[src/rtu_defs.svh]
// register map, field positions, reset values and axi response codes for the rs485 uart
// ****************************************************************
// What this block does
// - modem control bit drives the rs485 driver transmit-drive control output.
// - a byte written to the data location is queued for serial transmission.
// - line status bits 5 and 6 both read zero once holding and shift drain.
// - reception works like ordinary rs232 reception, no direction action needed.
// ****************************************************************
`ifndef RTU_DEFS_SVH
`define RTU_DEFS_SVH

// register indices, byte address is the index times four
`define RTU_IDX_DATA       3'h0
`define RTU_IDX_MODEM      3'h4
`define RTU_IDX_LSR        3'h5
`define RTU_IDX_ISTAT      3'h6
`define RTU_IDX_IMASK      3'h7
`define RTU_IDX_DIV        3'h3

// field positions
`define RTU_MCR_DRIVE      0
`define RTU_LSR_RXREADY    0
`define RTU_LSR_OVERRUN    1
`define RTU_LSR_FRAMING    3
`define RTU_LSR_HOLD_EMPTY 5
`define RTU_LSR_SHIFT_EMPTY 6
`define RTU_INT_RX         0
`define RTU_INT_TXEMPTY    1
`define RTU_INT_ERROR      2

// reset values
`define RTU_MCR_RESET      8'h00
`define RTU_IMASK_RESET    8'h00
`define RTU_DIV_RESET      16'h006c

// axi responses
`define RTU_RESP_OKAY      2'b00
`define RTU_RESP_SLVERR    2'b10

`endif

[src/rtu_pkg.sv]
// types shared by the rs485 uart modules
package rtu_pkg;
	typedef enum logic [1:0] {
		RTU_IDLE  = 2'b00,
		RTU_START = 2'b01,
		RTU_DATA  = 2'b10,
		RTU_STOP  = 2'b11
	} rtu_ser_st_t;
endpackage

[src/rtu_tx.sv]
// serial transmitter: holding register plus shift register
`timescale 1ns/100ps
`include "rtu_defs.svh"
module rtu_tx
	import rtu_pkg::*;
(
	// clock and reset
	input  wire logic       aclk,
	input  wire logic       aresetn,
	// baud tick, sixteen per bit
	input  wire logic       tick16,
	// byte load from register file
	input  wire logic       load,
	input  wire logic [7:0] load_data,
	// status and line
	output logic            hold_empty,
	output logic            shift_empty,
	output logic            txd
);
	typedef struct packed {
		rtu_ser_st_t st;
		logic [7:0]  hold;
		logic        hold_full;
		logic [7:0]  shift;
		logic [3:0]  sub;
		logic [2:0]  bitn;
		logic        line;
	} rtu_tx_st_t;

	rtu_tx_st_t s_ff;
	rtu_tx_st_t nxt_s;

	// ****************************************************************
	// next state
	// ****************************************************************
	always_comb begin
		nxt_s = s_ff;
		if (load) begin
			nxt_s.hold      = load_data;
			nxt_s.hold_full = 1'b1;
		end
		case (s_ff.st)
			RTU_IDLE: begin
				nxt_s.line = 1'b1;
				if (s_ff.hold_full) begin
					nxt_s.shift     = s_ff.hold;
					nxt_s.hold_full = load;  // new load wins over the move
					nxt_s.st        = RTU_START;
					nxt_s.sub       = 4'h0;
					nxt_s.line      = 1'b0;
				end
			end
			RTU_START, RTU_DATA, RTU_STOP: begin
				if (tick16) begin
					nxt_s.sub = s_ff.sub + 4'h1;
					if (s_ff.sub == 4'hf) begin
						case (s_ff.st)
							RTU_START: begin
								nxt_s.st   = RTU_DATA;
								nxt_s.bitn = 3'h0;
								nxt_s.line = s_ff.shift[0];
							end
							RTU_DATA: begin
								nxt_s.shift = {1'b0, s_ff.shift[7:1]};
								nxt_s.bitn  = s_ff.bitn + 3'h1;
								if (s_ff.bitn == 3'h7) begin
									nxt_s.st   = RTU_STOP;
									nxt_s.line = 1'b1;
								end else begin
									nxt_s.line = s_ff.shift[1];
								end
							end
							default: nxt_s.st = RTU_IDLE;
						endcase
					end
				end
			end
			default: nxt_s.st = RTU_IDLE;
		endcase
	end

	// ****************************************************************
	// state register
	// ****************************************************************
	always_ff @(posedge aclk) begin
		if (!aresetn) begin
			s_ff <= '{st: RTU_IDLE, hold: 8'h00, hold_full: 1'b0, shift: 8'h00,
				sub: 4'h0, bitn: 3'h0, line: 1'b1};
		end else begin
			s_ff <= nxt_s;
		end
	end

	// status flags, both high when fully drained
	assign hold_empty  = !s_ff.hold_full;
	assign shift_empty = (s_ff.st == RTU_IDLE) && !s_ff.hold_full;
	assign txd         = s_ff.line;
endmodule // rtu_tx

[src/rtu_rx.sv]
// serial receiver with sixteen-times oversampling
`timescale 1ns/100ps
`include "rtu_defs.svh"
module rtu_rx
	import rtu_pkg::*;
(
	// clock and reset
	input  wire logic       aclk,
	input  wire logic       aresetn,
	// baud tick and synchronised line
	input  wire logic       tick16,
	input  wire logic       rxd_sync,
	// received byte, one-cycle strobe
	output logic            done,
	output logic            frame_err,
	output logic [7:0]      data
);
	typedef struct packed {
		rtu_ser_st_t st;
		logic [3:0]  sub;
		logic [2:0]  bitn;
		logic [7:0]  sh;
		logic        done;
		logic        ferr;
	} rtu_rx_st_t;

	rtu_rx_st_t s_ff;
	rtu_rx_st_t nxt_s;

	// ****************************************************************
	// next state: sample mid-bit
	// ****************************************************************
	always_comb begin
		nxt_s      = s_ff;
		nxt_s.done = 1'b0;
		case (s_ff.st)
			RTU_IDLE: begin
				if (!rxd_sync) begin
					nxt_s.st  = RTU_START;
					nxt_s.sub = 4'h0;
				end
			end
			default: begin
				if (tick16) begin
					nxt_s.sub = s_ff.sub + 4'h1;
					if (s_ff.st == RTU_START && s_ff.sub == 4'h7) begin
						nxt_s.sub  = 4'h0;
						nxt_s.bitn = 3'h0;
						nxt_s.st   = rxd_sync ? RTU_IDLE : RTU_DATA;  // glitch reject
					end else if (s_ff.sub == 4'hf) begin
						if (s_ff.st == RTU_DATA) begin
							nxt_s.sh   = {rxd_sync, s_ff.sh[7:1]};
							nxt_s.bitn = s_ff.bitn + 3'h1;
							if (s_ff.bitn == 3'h7) begin
								nxt_s.st = RTU_STOP;
							end
						end else begin
							nxt_s.st   = RTU_IDLE;
							nxt_s.done = 1'b1;
							nxt_s.ferr = !rxd_sync;
						end
					end
				end
			end
		endcase
	end

	// ****************************************************************
	// state register
	// ****************************************************************
	always_ff @(posedge aclk) begin
		if (!aresetn) begin
			s_ff <= '{st: RTU_IDLE, sub: 4'h0, bitn: 3'h0, sh: 8'h00,
				done: 1'b0, ferr: 1'b0};
		end else begin
			s_ff <= nxt_s;
		end
	end

	assign done      = s_ff.done;
	assign frame_err = s_ff.ferr;
	assign data      = s_ff.sh;
endmodule // rtu_rx

[src/rtu_top.sv]
// rs485 uart top: axi4-lite register file, baud divider, direction control
//
// Chosen here: the AXI4-Lite slave port.
`timescale 1ns/100ps
`include "rtu_defs.svh"
module rtu_top
	import rtu_pkg::*;
(
	// clock and reset
	input  wire logic        aclk,
	input  wire logic        aresetn,

	// axi4-lite write address
	input  wire logic        s_axi_awvalid,
	output logic             s_axi_awready,
	input  wire logic [4:0]  s_axi_awaddr,

	// axi4-lite write data
	input  wire logic        s_axi_wvalid,
	output logic             s_axi_wready,
	input  wire logic [31:0] s_axi_wdata,
	input  wire logic [3:0]  s_axi_wstrb,

	// axi4-lite write response
	output logic             s_axi_bvalid,
	input  wire logic        s_axi_bready,
	output logic [1:0]       s_axi_bresp,

	// axi4-lite read address
	input  wire logic        s_axi_arvalid,
	output logic             s_axi_arready,
	input  wire logic [4:0]  s_axi_araddr,

	// axi4-lite read data
	input  wire logic        s_axi_rvalid_unused_tie,
	output logic             s_axi_rvalid,
	input  wire logic        s_axi_rready,
	output logic [31:0]      s_axi_rdata,
	output logic [1:0]       s_axi_rresp,

	// serial line and transceiver
	output logic             txd,
	input  wire logic        rxd,
	output logic             transmit_drive_control,

	// interrupt
	output logic             irq
);
	typedef struct packed {
		// write address and data held until the response
		logic        aw_got;
		logic [2:0]  aw_idx;
		logic        aw_bad;
		logic        w_got;
		logic [7:0]  w_data;
		logic        w_en;
		// write response
		logic        bvalid;
		logic [1:0]  bresp;
		// read response
		logic        rvalid;
		logic [7:0]  rdata;
		logic [1:0]  rresp;
		// software registers
		logic [7:0]  mcr;
		logic [15:0] div;
		// baud divider count
		logic [15:0] cnt;
		// receive side
		logic [7:0]  rbuf;
		logic        rx_ready;
		logic        overrun;
		logic        framing;
		// interrupt state
		logic [2:0]  istat;
		logic [2:0]  imask;
		// drained edge memory and line synchroniser
		logic        txe_prev;
		logic [1:0]  rxs;
	} rtu_top_st_t;

	rtu_top_st_t s_ff;
	rtu_top_st_t nxt_s;
	// engine handshakes and status
	logic        tick16;
	logic        tx_load;
	logic        hold_empty;
	logic        shift_empty;
	logic        rx_done;
	logic        rx_ferr;
	logic [7:0]  rx_data;
	// bus decode
	logic        wr_fire;
	logic        rd_fire;
	logic [2:0]  ar_idx;
	logic        ar_bad;
	// line status word
	logic [7:0]  lsr;
	logic        tx_drained;

	// register map, one word per index, data in bits 7:0
	// index 0: data, write queues a byte, read takes the received byte
	// index 3: divider low byte, tick16 every divider plus one cycles
	// index 4: modem control, bit 0 drives the transceiver
	// index 5: line status, read only, bits 5 and 6 read zero once drained
	// index 6: interrupt status, write one to clear
	// index 7: interrupt mask, same layout as the status
	// indices 1 and 2 and misaligned addresses answer slverr

	// ****************************************************************
	// decode and status
	// ****************************************************************
	// divider wrap and read address decode
	assign tick16     = (s_ff.cnt == 16'h0000);
	assign ar_idx     = s_axi_araddr[4:2];
	assign ar_bad     = (s_axi_araddr[1:0] != 2'h0) || (ar_idx == 3'h1) || (ar_idx == 3'h2);
	// a write fires once both halves are held and no response waits
	assign wr_fire    = s_ff.aw_got && s_ff.w_got && !s_ff.bvalid;
	assign rd_fire    = s_axi_arvalid && !s_ff.rvalid;
	assign tx_load    = wr_fire && !s_ff.aw_bad && s_ff.w_en && (s_ff.aw_idx == `RTU_IDX_DATA);
	assign tx_drained = hold_empty && shift_empty;

	// line status word, holding and shift bits read zero once drained
	always_comb begin
		lsr                        = 8'h00;
		lsr[`RTU_LSR_RXREADY]      = s_ff.rx_ready;
		lsr[`RTU_LSR_OVERRUN]      = s_ff.overrun;
		lsr[`RTU_LSR_FRAMING]      = s_ff.framing;
		lsr[`RTU_LSR_HOLD_EMPTY]   = !hold_empty;
		lsr[`RTU_LSR_SHIFT_EMPTY]  = !shift_empty;
	end

	// ****************************************************************
	// next state: bus, registers, divider, events
	// ****************************************************************
	always_comb begin
		nxt_s     = s_ff;
		nxt_s.rxs = {s_ff.rxs[0], rxd};

		// baud divider, one tick16 pulse per wrap
		nxt_s.cnt = tick16 ? s_ff.div : (s_ff.cnt - 16'h0001);

		// address and data taken in either order
		if (s_axi_awvalid && !s_ff.aw_got) begin
			nxt_s.aw_got = 1'b1;
			nxt_s.aw_idx = s_axi_awaddr[4:2];
			nxt_s.aw_bad = (s_axi_awaddr[1:0] != 2'h0) || (s_axi_awaddr[4:2] == 3'h1)
				|| (s_axi_awaddr[4:2] == 3'h2) || (s_axi_awaddr[4:2] == `RTU_IDX_LSR);
		end
		if (s_axi_wvalid && !s_ff.w_got) begin
			nxt_s.w_got  = 1'b1;
			nxt_s.w_data = s_axi_wdata[7:0];
			nxt_s.w_en   = s_axi_wstrb[0];
		end

		// events: set wins over clear
		nxt_s.txe_prev = tx_drained;
		if (wr_fire) begin
			nxt_s.aw_got = 1'b0;
			nxt_s.w_got  = 1'b0;
			nxt_s.bvalid = 1'b1;
			nxt_s.bresp  = s_ff.aw_bad ? `RTU_RESP_SLVERR : `RTU_RESP_OKAY;
			if (!s_ff.aw_bad && s_ff.w_en) begin
				case (s_ff.aw_idx)
					`RTU_IDX_MODEM: nxt_s.mcr = s_ff.w_data;
					`RTU_IDX_DIV: nxt_s.div = {8'h00, s_ff.w_data};
					`RTU_IDX_ISTAT: nxt_s.istat = s_ff.istat & ~s_ff.w_data[2:0];
					`RTU_IDX_IMASK: nxt_s.imask = s_ff.w_data[2:0];
					default: nxt_s.div = s_ff.div;
				endcase
			end
		end

		// response taken by the master
		if (s_ff.bvalid && s_axi_bready) begin
			nxt_s.bvalid = 1'b0;
		end

		// read path, one cycle after arvalid
		if (rd_fire) begin
			nxt_s.rvalid = 1'b1;
			nxt_s.rresp  = ar_bad ? `RTU_RESP_SLVERR : `RTU_RESP_OKAY;
			case (ar_idx)
				`RTU_IDX_DATA: begin
					nxt_s.rdata    = s_ff.rbuf;
					nxt_s.rx_ready = 1'b0;
				end
				`RTU_IDX_MODEM: nxt_s.rdata = s_ff.mcr;
				`RTU_IDX_LSR: begin
					nxt_s.rdata   = lsr;
					nxt_s.overrun = 1'b0;
					nxt_s.framing = 1'b0;
				end
				`RTU_IDX_DIV: nxt_s.rdata = s_ff.div[7:0];
				`RTU_IDX_ISTAT: nxt_s.rdata = {5'h00, s_ff.istat};
				`RTU_IDX_IMASK: nxt_s.rdata = {5'h00, s_ff.imask};
				default: nxt_s.rdata = 8'h00;
			endcase
		end

		// read data taken by the master
		if (s_ff.rvalid && s_axi_rready) begin
			nxt_s.rvalid = 1'b0;
		end

		// receiver capture, ordinary uart behaviour, error flags stay until read
		if (rx_done) begin
			nxt_s.rbuf     = rx_data;
			nxt_s.rx_ready = 1'b1;
			nxt_s.istat[`RTU_INT_RX] = 1'b1;
			// unread byte overwritten
			if (s_ff.rx_ready && !(rd_fire && ar_idx == `RTU_IDX_DATA)) begin
				nxt_s.overrun = 1'b1;
			end
			if (rx_ferr) begin
				nxt_s.framing               = 1'b1;
				nxt_s.istat[`RTU_INT_ERROR] = 1'b1;
			end
		end

		// transmitter drained edge
		if (tx_drained && !s_ff.txe_prev) begin
			nxt_s.istat[`RTU_INT_TXEMPTY] = 1'b1;
		end
	end

	// ****************************************************************
	// state register
	// ****************************************************************
	always_ff @(posedge aclk) begin
		if (!aresetn) begin
			// idle: readies high, line high, drive released
			s_ff <= '{
				aw_got:   1'b0,
				aw_idx:   3'h0,
				aw_bad:   1'b0,
				w_got:    1'b0,
				w_data:   8'h00,
				w_en:     1'b0,
				bvalid:   1'b0,
				bresp:    2'h0,
				rvalid:   1'b0,
				rdata:    8'h00,
				rresp:    2'h0,
				mcr:      `RTU_MCR_RESET,
				div:      `RTU_DIV_RESET,
				cnt:      16'h0000,
				rbuf:     8'h00,
				rx_ready: 1'b0,
				overrun:  1'b0,
				framing:  1'b0,
				istat:    3'h0,
				imask:    3'h0,
				txe_prev: 1'b1,
				rxs:      2'h3
			};
		end else begin
			s_ff <= nxt_s;
		end
	end

	// ****************************************************************
	// serial engines
	// ****************************************************************
	// transmitter, loads from the held write data
	rtu_tx u_tx (
		.aclk        (aclk),
		.aresetn     (aresetn),
		.tick16      (tick16),
		.load        (tx_load),
		.load_data   (s_ff.w_data),
		.hold_empty  (hold_empty),
		.shift_empty (shift_empty),
		.txd         (txd)
	);

	// receiver on the synchronised line
	rtu_rx u_rx (
		.aclk      (aclk),
		.aresetn   (aresetn),
		.tick16    (tick16),
		.rxd_sync  (s_ff.rxs[1]),
		.done      (rx_done),
		.frame_err (rx_ferr),
		.data      (rx_data)
	);

	// ****************************************************************
	// outputs
	// ****************************************************************
	// write channel handshakes
	assign s_axi_awready          = !s_ff.aw_got;
	assign s_axi_wready           = !s_ff.w_got;
	assign s_axi_bvalid           = s_ff.bvalid;
	assign s_axi_bresp            = s_ff.bresp;

	// read channel, upper bytes read zero
	assign s_axi_arready          = !s_ff.rvalid;
	assign s_axi_rvalid           = s_ff.rvalid;
	assign s_axi_rdata            = {24'h000000, s_ff.rdata};
	assign s_axi_rresp            = s_ff.rresp;

	// transceiver direction and interrupt level
	assign transmit_drive_control = s_ff.mcr[`RTU_MCR_DRIVE];
	assign irq                    = |(s_ff.istat & s_ff.imask);
endmodule // rtu_top

[config.mk]
export PLATFORM = sky130hd
export DESIGN_NAME = rtu_top
export DESIGN_NICKNAME = d
export VERILOG_FILES = /design/src/rtu_pkg.sv /design/src/rtu_tx.sv /design/src/rtu_rx.sv /design/src/rtu_top.sv
export VERILOG_INCLUDE_DIRS = /design/src
export SDC_FILE = /design/constraint.sdc
export NUM_CORES = 1
export LEC_CHECK = 0
export BUFFER_PORTS_ARGS = -buffer_cell sky130_fd_sc_hd__buf_2
export CORE_MARGIN = 3
export CORE_UTILIZATION = 61
export DETAILED_ROUTE_END_ITERATION = 6
export GPL_ROUTABILITY_DRIVEN = 0
export PLACE_DENSITY = 0.95
export SYNTH_ARGS = -nofsm -noshare
export SYNTH_HDL_FRONTEND = slang
export SYNTH_HIERARCHICAL = 1
export SYNTH_SLANG_ARGS = --single-unit
[constraint.sdc]
create_clock -name aclk -period 6.9 [get_ports aclk]
set_clock_uncertainty 0.15 [all_clocks]
set_input_delay 1.38 -clock aclk [delete_from_list [all_inputs] [get_ports aclk]]
set_output_delay 1.38 -clock aclk [all_outputs]
set_load 0.1 [all_outputs]
# --- Word-level counts from Yosys, hierarchy flattened ---
# Cells that the tools add are included.
word_totals:
  word_cells: 207
  reg_bits: 127
  inputBits: 55
  output_inout_bits: 44
classes:
  n_reduce_logical: 75
  muxes: 48
  n_eq_ne: 32
  bitwise_logic: 9
  n_addsub: 5
ops:
  columns: ["cell", "count"]
  rows:
  - ["8-bit case mux with 6 select lines", 1]
  - ["3-bit equality test, second input constant", 10]
  - ["2-bit two-way mux", 14]
  - ["2-bit nonzero test", 14]
  - ["13-bit two-way mux", 2]
  - ["6-bit two-way mux", 4]
  - ["8-bit two-way mux", 3]
  - ["12-bit case mux with 2 select lines", 1]
  - ["4-bit AND reduction", 5]
  - ["19-bit two-way mux", 1]
  - ["3-bit AND reduction", 6]
  - ["1-bit logical AND", 17]
  - ["16-bit logical NOT", 1]
  - ["16-bit two-way mux", 1]
  - ["16-bit by 1-bit subtractor with 16-bit output, second input constant", 1]
  - ["3-bit by 2-bit equality test with 1-bit output, second input constant", 4]
  - ["3-bit two-way mux", 4]
  - ["4-bit two-way mux", 3]
  - ["11-bit two-way mux", 1]
  - ["1-bit logical NOT", 10]
  - ["10-bit two-way mux", 1]
  - ["5-bit AND reduction", 2]
  - ["4-bit by 1-bit adder with 4-bit output, second input constant", 2]
  - ["4-bit equality test, second input constant", 2]
  - ["other kinds (25)", 59]

# --- Longest topological paths before layout ---
depth:
  depth_word: 8
  ltp_mapped: 12
  mapped_depth_nobuf: 10

# --- Modules after synthesis ---
# The synthesis kept the hierarchy.
modules_own_cells:
  columns: ["module", "cells_each", "area_per_inst_um2", "seq_area_each_um2", "n_inst"]
  rows:
  - ["rtu_top", 405, 3647.2, 1581.5, 1]
  - ["rtu_tx", 167, 1413.9, 540.5, 1]
  - ["rtu_rx", 117, 1022.2, 380.4, 1]

# --- Worst setup path before layout ---
# Ideal clock, no wire load.
synth_path:
  path_kind: "flip-flop to output port"
  start: "register s_ff (netlist bit s_axi_rvalid)"
  end: "output port s_axi_arready"
  required_time_ns: 5.370
  slack_ns: 3.700
  t_arrival_ns: 1.670
  path_stages_with_launch: 2
  path_buffers: 0
  cell_sequence: "dfxtp_1 > inv_1"
synth_between:
  elab_chain_len: 1
synth_lines:
  columns: ["item", "line_no", "rtl"]
  rows:
  - ["from (decl)", "rtu_top.sv:82", "rtu_top_st_t s_ff;"]
  - ["from (signal assigned)", "rtu_top.sv:233", "s_ff <= '{"]
  - ["from (signal assigned)", "rtu_top.sv:258", "s_ff <= nxt_s;"]
  - ["1-bit logical NOT", "rtu_top.sv:298", "assign s_axi_arready = !s_ff.rvalid;"]
  - ["to (decl)", "rtu_top.sv:31", "output logic s_axi_arready,"]
# Every way passes these cells.

==> metrics.log <==
[metrics] Avg WL per Cell: 16.9 microns
[metrics] cells along the critical path: inv_1 -> ha_1 -> nor3b_1 -> nand3_1 -> or2_0 -> inv_1 -> and3_1 -> and4_4 -> o311a_1
[metrics] highest-delay cell along the critical path: sky130_fd_sc_hd__and3_1
[metrics] first-pass GRT wire length: 23700 microns
[metrics] row count: 35
[metrics] dominant cell type by count on the critical path: sky130_fd_sc_hd__inv_1
[metrics] number of diodes: 0
[metrics] final count of negative-setup-slack endpoints: 0
[metrics] Max-slew headroom: 45.0%
[metrics] CTS buffer count: 17
[metrics] clock slew at the register clock pins of the worst setup and hold paths: 60 ps
[metrics] start-to-end type of the worst setup path: reg -> reg
[metrics] Via Count: 5072
[metrics] buffer count from post-CTS setup fixing: 0
[metrics] DR pass1 iterations: 5
[metrics] level count of the clock H-tree: 4
[metrics] grt total ovfl: 0
[metrics] highest net fanout along the worst path: 21
[metrics] number of hold violations in the final report: 0
[metrics] maximum resistive drop on vdd: 0.212 mV
[metrics] Layout Cells excl Fill: 842
[metrics] vias in the first global route: 4977
[metrics] sequential share of the synthesized area: 41.1%
[metrics] floorplan core area: 9460 sq um
[metrics] slowest cell delay on critical path: 670 ps
[metrics] maximum number of pins on one net before global-route repair: 86
[metrics] status: finished clean
[metrics] number of synthesized flops with an enable pin: 0
[metrics] Setup TNS: 0 ps
[metrics] die boundary height: 106 microns
[metrics] clock latency reported for the late side of the worst-skew pair: 520 ps
[metrics] async set or reset register ratio after synthesis: 0%
[metrics] Mapped Area: 6080 sq um
[metrics] Required @ worst endpoint: 7210 ps
[metrics] pin slew with the least headroom to its limit: 817 ps
[metrics] leading post-synthesis cells by cell area: sky130_fd_sc_hd__dfxtp_1, sky130_fd_sc_hd__mux2i_1, sky130_fd_sc_hd__buf_4, sky130_fd_sc_hd__nand2_1, sky130_fd_sc_hd__nor2_1
[metrics] 1st-iter DRT viols: 438
[metrics] Top delay family on crit path: simple AND/OR/NAND/NOR gates
[metrics] port buffer count: 44
[metrics] total chip power: 2240 uW
[metrics] layout cells sized above 1: 14.2%
[metrics] final critical-path share of the clock period: 61.6%
[metrics] clock tree from TritonCTS: yes
[metrics] Die Outline Area: 11200 sq um
[metrics] number of remaining DRC errors: 0
[metrics] Final Net Count: 767
[metrics] instance count after placement with tap cells included: 810
[metrics] endpoint arrival time on the critical path: 4560 ps
[metrics] class of the tightest hold or removal check: reg -> reg
[metrics] post-synthesis cell count: 689
[metrics] CP Buf/Inv Count: 2
[metrics] number of antenna violations at the first check in global routing: 0
[metrics] Resized cells post-CTS: 0
[metrics] Avg Synthesized Cell Area: 8.83 sq um
[metrics] via/cell ratio: 6.02
[metrics] total routed wirelength: 14300 microns
[metrics] P_leak: 0.00255 uW
[metrics] dominant register cell in the synthesized netlist: sky130_fd_sc_hd__dfxtp_1
[metrics] critical path capture point type: register
[metrics] f_max: 0.235 GHz
[metrics] initial core utilization: 64.3%
[metrics] number of buffers on the longest clock path: 2
[metrics] Critical Path Source Type: register
[metrics] pwr dens: 334 nW/um^2
[metrics] post-cts hold buffer count: 0
[metrics] die boundary width: 106 microns
[metrics] count of antenna-violating nets left after detailed routing: 0
[metrics] Synth warnings: 6
[metrics] global routing usage summed across all routing layers: 26.1%
[metrics] area fraction of the dominant cell type after synthesis: 41.1%
[metrics] Slew Limit Fails: 0
[metrics] Clock Root Buffer: sky130_fd_sc_hd__clkbuf_8
[metrics] Syn-to-layout area delta: 9.89%
[metrics] RSZ-0062 raised after global routing: false
[metrics] fin crit period: 4250 ps
[metrics] number of clock sinks: 125
[metrics] max-capacitance violation count: 0
[metrics] ports placed on the boundary: 99
[metrics] cell type with the highest aggregate area in the netlist: sky130_fd_sc_hd__dfxtp_1
[metrics] Detailed Place HPWL: 9280 microns
[metrics] Netlist cell types: 76
[metrics] Synth Register Bits: 125
[per-layer routing]
metal / global-route usage, % / wire length, microns / vias up
met4: 10.7 / 388 / 0
met3: 5.76 / 1030 / 41
li1: - / - / 2380
met5: 0 / 0 / -
met1: 31.5 / 5680 / 2388
met2: 45.0 / 7160 / 263
[cells by family after synthesis]
family                   count (synthesis)  share of synthesized area [%]
AO/OA/AOI/OAI                          140                           15.2
XOR/XNOR                                11                           1.58
adder cells (fa/ha/maj)                 12                           2.47
buffers and inverters                   99                           9.42
flip-flops                             125                           41.1
multiplexers                            53                           8.82
other                                    1                         0.0616
AND/OR/NAND/NOR                        248                           21.3
[cell usage in the layout (no fill, tap or decap), types with 18 or more instances in the layout]
cell type and count:
sky130_fd_sc_hd__dfxtp_1 125, sky130_fd_sc_hd__nand2_1 67, sky130_fd_sc_hd__nor2_1 58, sky130_fd_sc_hd__mux2i_1 48, sky130_fd_sc_hd__buf_2 44, sky130_fd_sc_hd__nand3_1 30
sky130_fd_sc_hd__o21ai_0 28, sky130_fd_sc_hd__a21oi_1 26, sky130_fd_sc_hd__conb_1 26, sky130_fd_sc_hd__inv_1 18
[synthesized netlist by cell type, types with 3 or more instances]
| cell | n |
|---|---|
| sky130_fd_sc_hd__inv_1 | 18 |
| sky130_fd_sc_hd__buf_4 | 45 |
| sky130_fd_sc_hd__buf_6 | 3 |
| sky130_fd_sc_hd__nand2b_1 | 13 |
| sky130_fd_sc_hd__nor2_1 | 58 |
| sky130_fd_sc_hd__o21ai_0 | 28 |
| sky130_fd_sc_hd__nand4_1 | 15 |
| sky130_fd_sc_hd__xor2_1 | 10 |
| sky130_fd_sc_hd__ha_1 | 12 |
| sky130_fd_sc_hd__a32o_1 | 3 |
| sky130_fd_sc_hd__dfxtp_1 | 125 |
| sky130_fd_sc_hd__o211ai_1 | 5 |
| sky130_fd_sc_hd__nand3_1 | 30 |
| sky130_fd_sc_hd__nor2b_1 | 17 |
| sky130_fd_sc_hd__buf_2 | 6 |
| sky130_fd_sc_hd__o22ai_1 | 4 |
| sky130_fd_sc_hd__a21boi_1 | 16 |
| sky130_fd_sc_hd__o41ai_1 | 4 |
| sky130_fd_sc_hd__nand2_1 | 67 |
| sky130_fd_sc_hd__buf_1 | 5 |
| sky130_fd_sc_hd__o21ai_1 | 16 |
| sky130_fd_sc_hd__and3_1 | 4 |
| sky130_fd_sc_hd__mux2i_1 | 48 |
| sky130_fd_sc_hd__nor3b_1 | 3 |
| sky130_fd_sc_hd__a31oi_1 | 5 |
| sky130_fd_sc_hd__nand3b_1 | 8 |
| sky130_fd_sc_hd__nor3_1 | 7 |
| sky130_fd_sc_hd__a22oi_1 | 5 |
| sky130_fd_sc_hd__a21oi_1 | 26 |
| sky130_fd_sc_hd__mux2_2 | 5 |
| sky130_fd_sc_hd__clkbuf_1 | 21 |
[flip-flops by register name (all words and copies together) (netlist names)]
name                    flops
s_ff                       62
u_tx/s_ff                  26
u_rx/s_ff                   9
s_axi_rdata                 8
u_rx/data                   8
lsr                         3
nxt_s                       1
s_axi_bresp                 1
s_axi_bvalid                1
s_axi_rresp                 1
s_axi_rvalid                1
transmit_drive_control      1
u_rx/done                   1
u_rx/frame_err              1
u_tx/txd                    1
[worst paths after layout]
kind | start | to | slack [ps] | cells after the start
worst max-delay path | s_ff[20] | u_rx/s_ff[17] | 2650 | 9
worst min-delay path | nxt_s[1] | s_ff[1] | 260 | 1
worst max register to register | s_ff[20] | u_rx/s_ff[17] | 2650 | 9
worst min register to register | nxt_s[1] | s_ff[1] | 260 | 1
[power breakdown]
part | total, uW | switching [uW] | internal, uW
Combinational | 507 | 346 | 161
Clock | 898 | 343 | 555
Sequential | 831 | 55.1 | 776
[stage by stage]
stage | instance area [sq um] | util, % | worst slack, ps | hold slack [ps]
3_3_place_gp | 6080 | 64.3 | 3060 | 241
6_report | 6690 | 70.7 | 2650 | 256
5_1_grt | 6690 | 70.7 | 2420 | 289
4_1_cts | 6690 | 70.7 | 2750 | 257
3_5_place_dp | 6080 | 64.3 | 2780 | 243
2_1_floorplan | 6180 | - | 3700 | 236
[cell type report]
cell class              instances  area, sq um
flip-flops and latches        125         2500
repair buffers                 47          243
multi-input cells             490         3100
clock inverters                15          189
clock buffers                  17          414
inverters                      19         73.8
fillers                       649         2770
well taps                     129          161
Note: power is estimated with default switching activity, not from simulation.
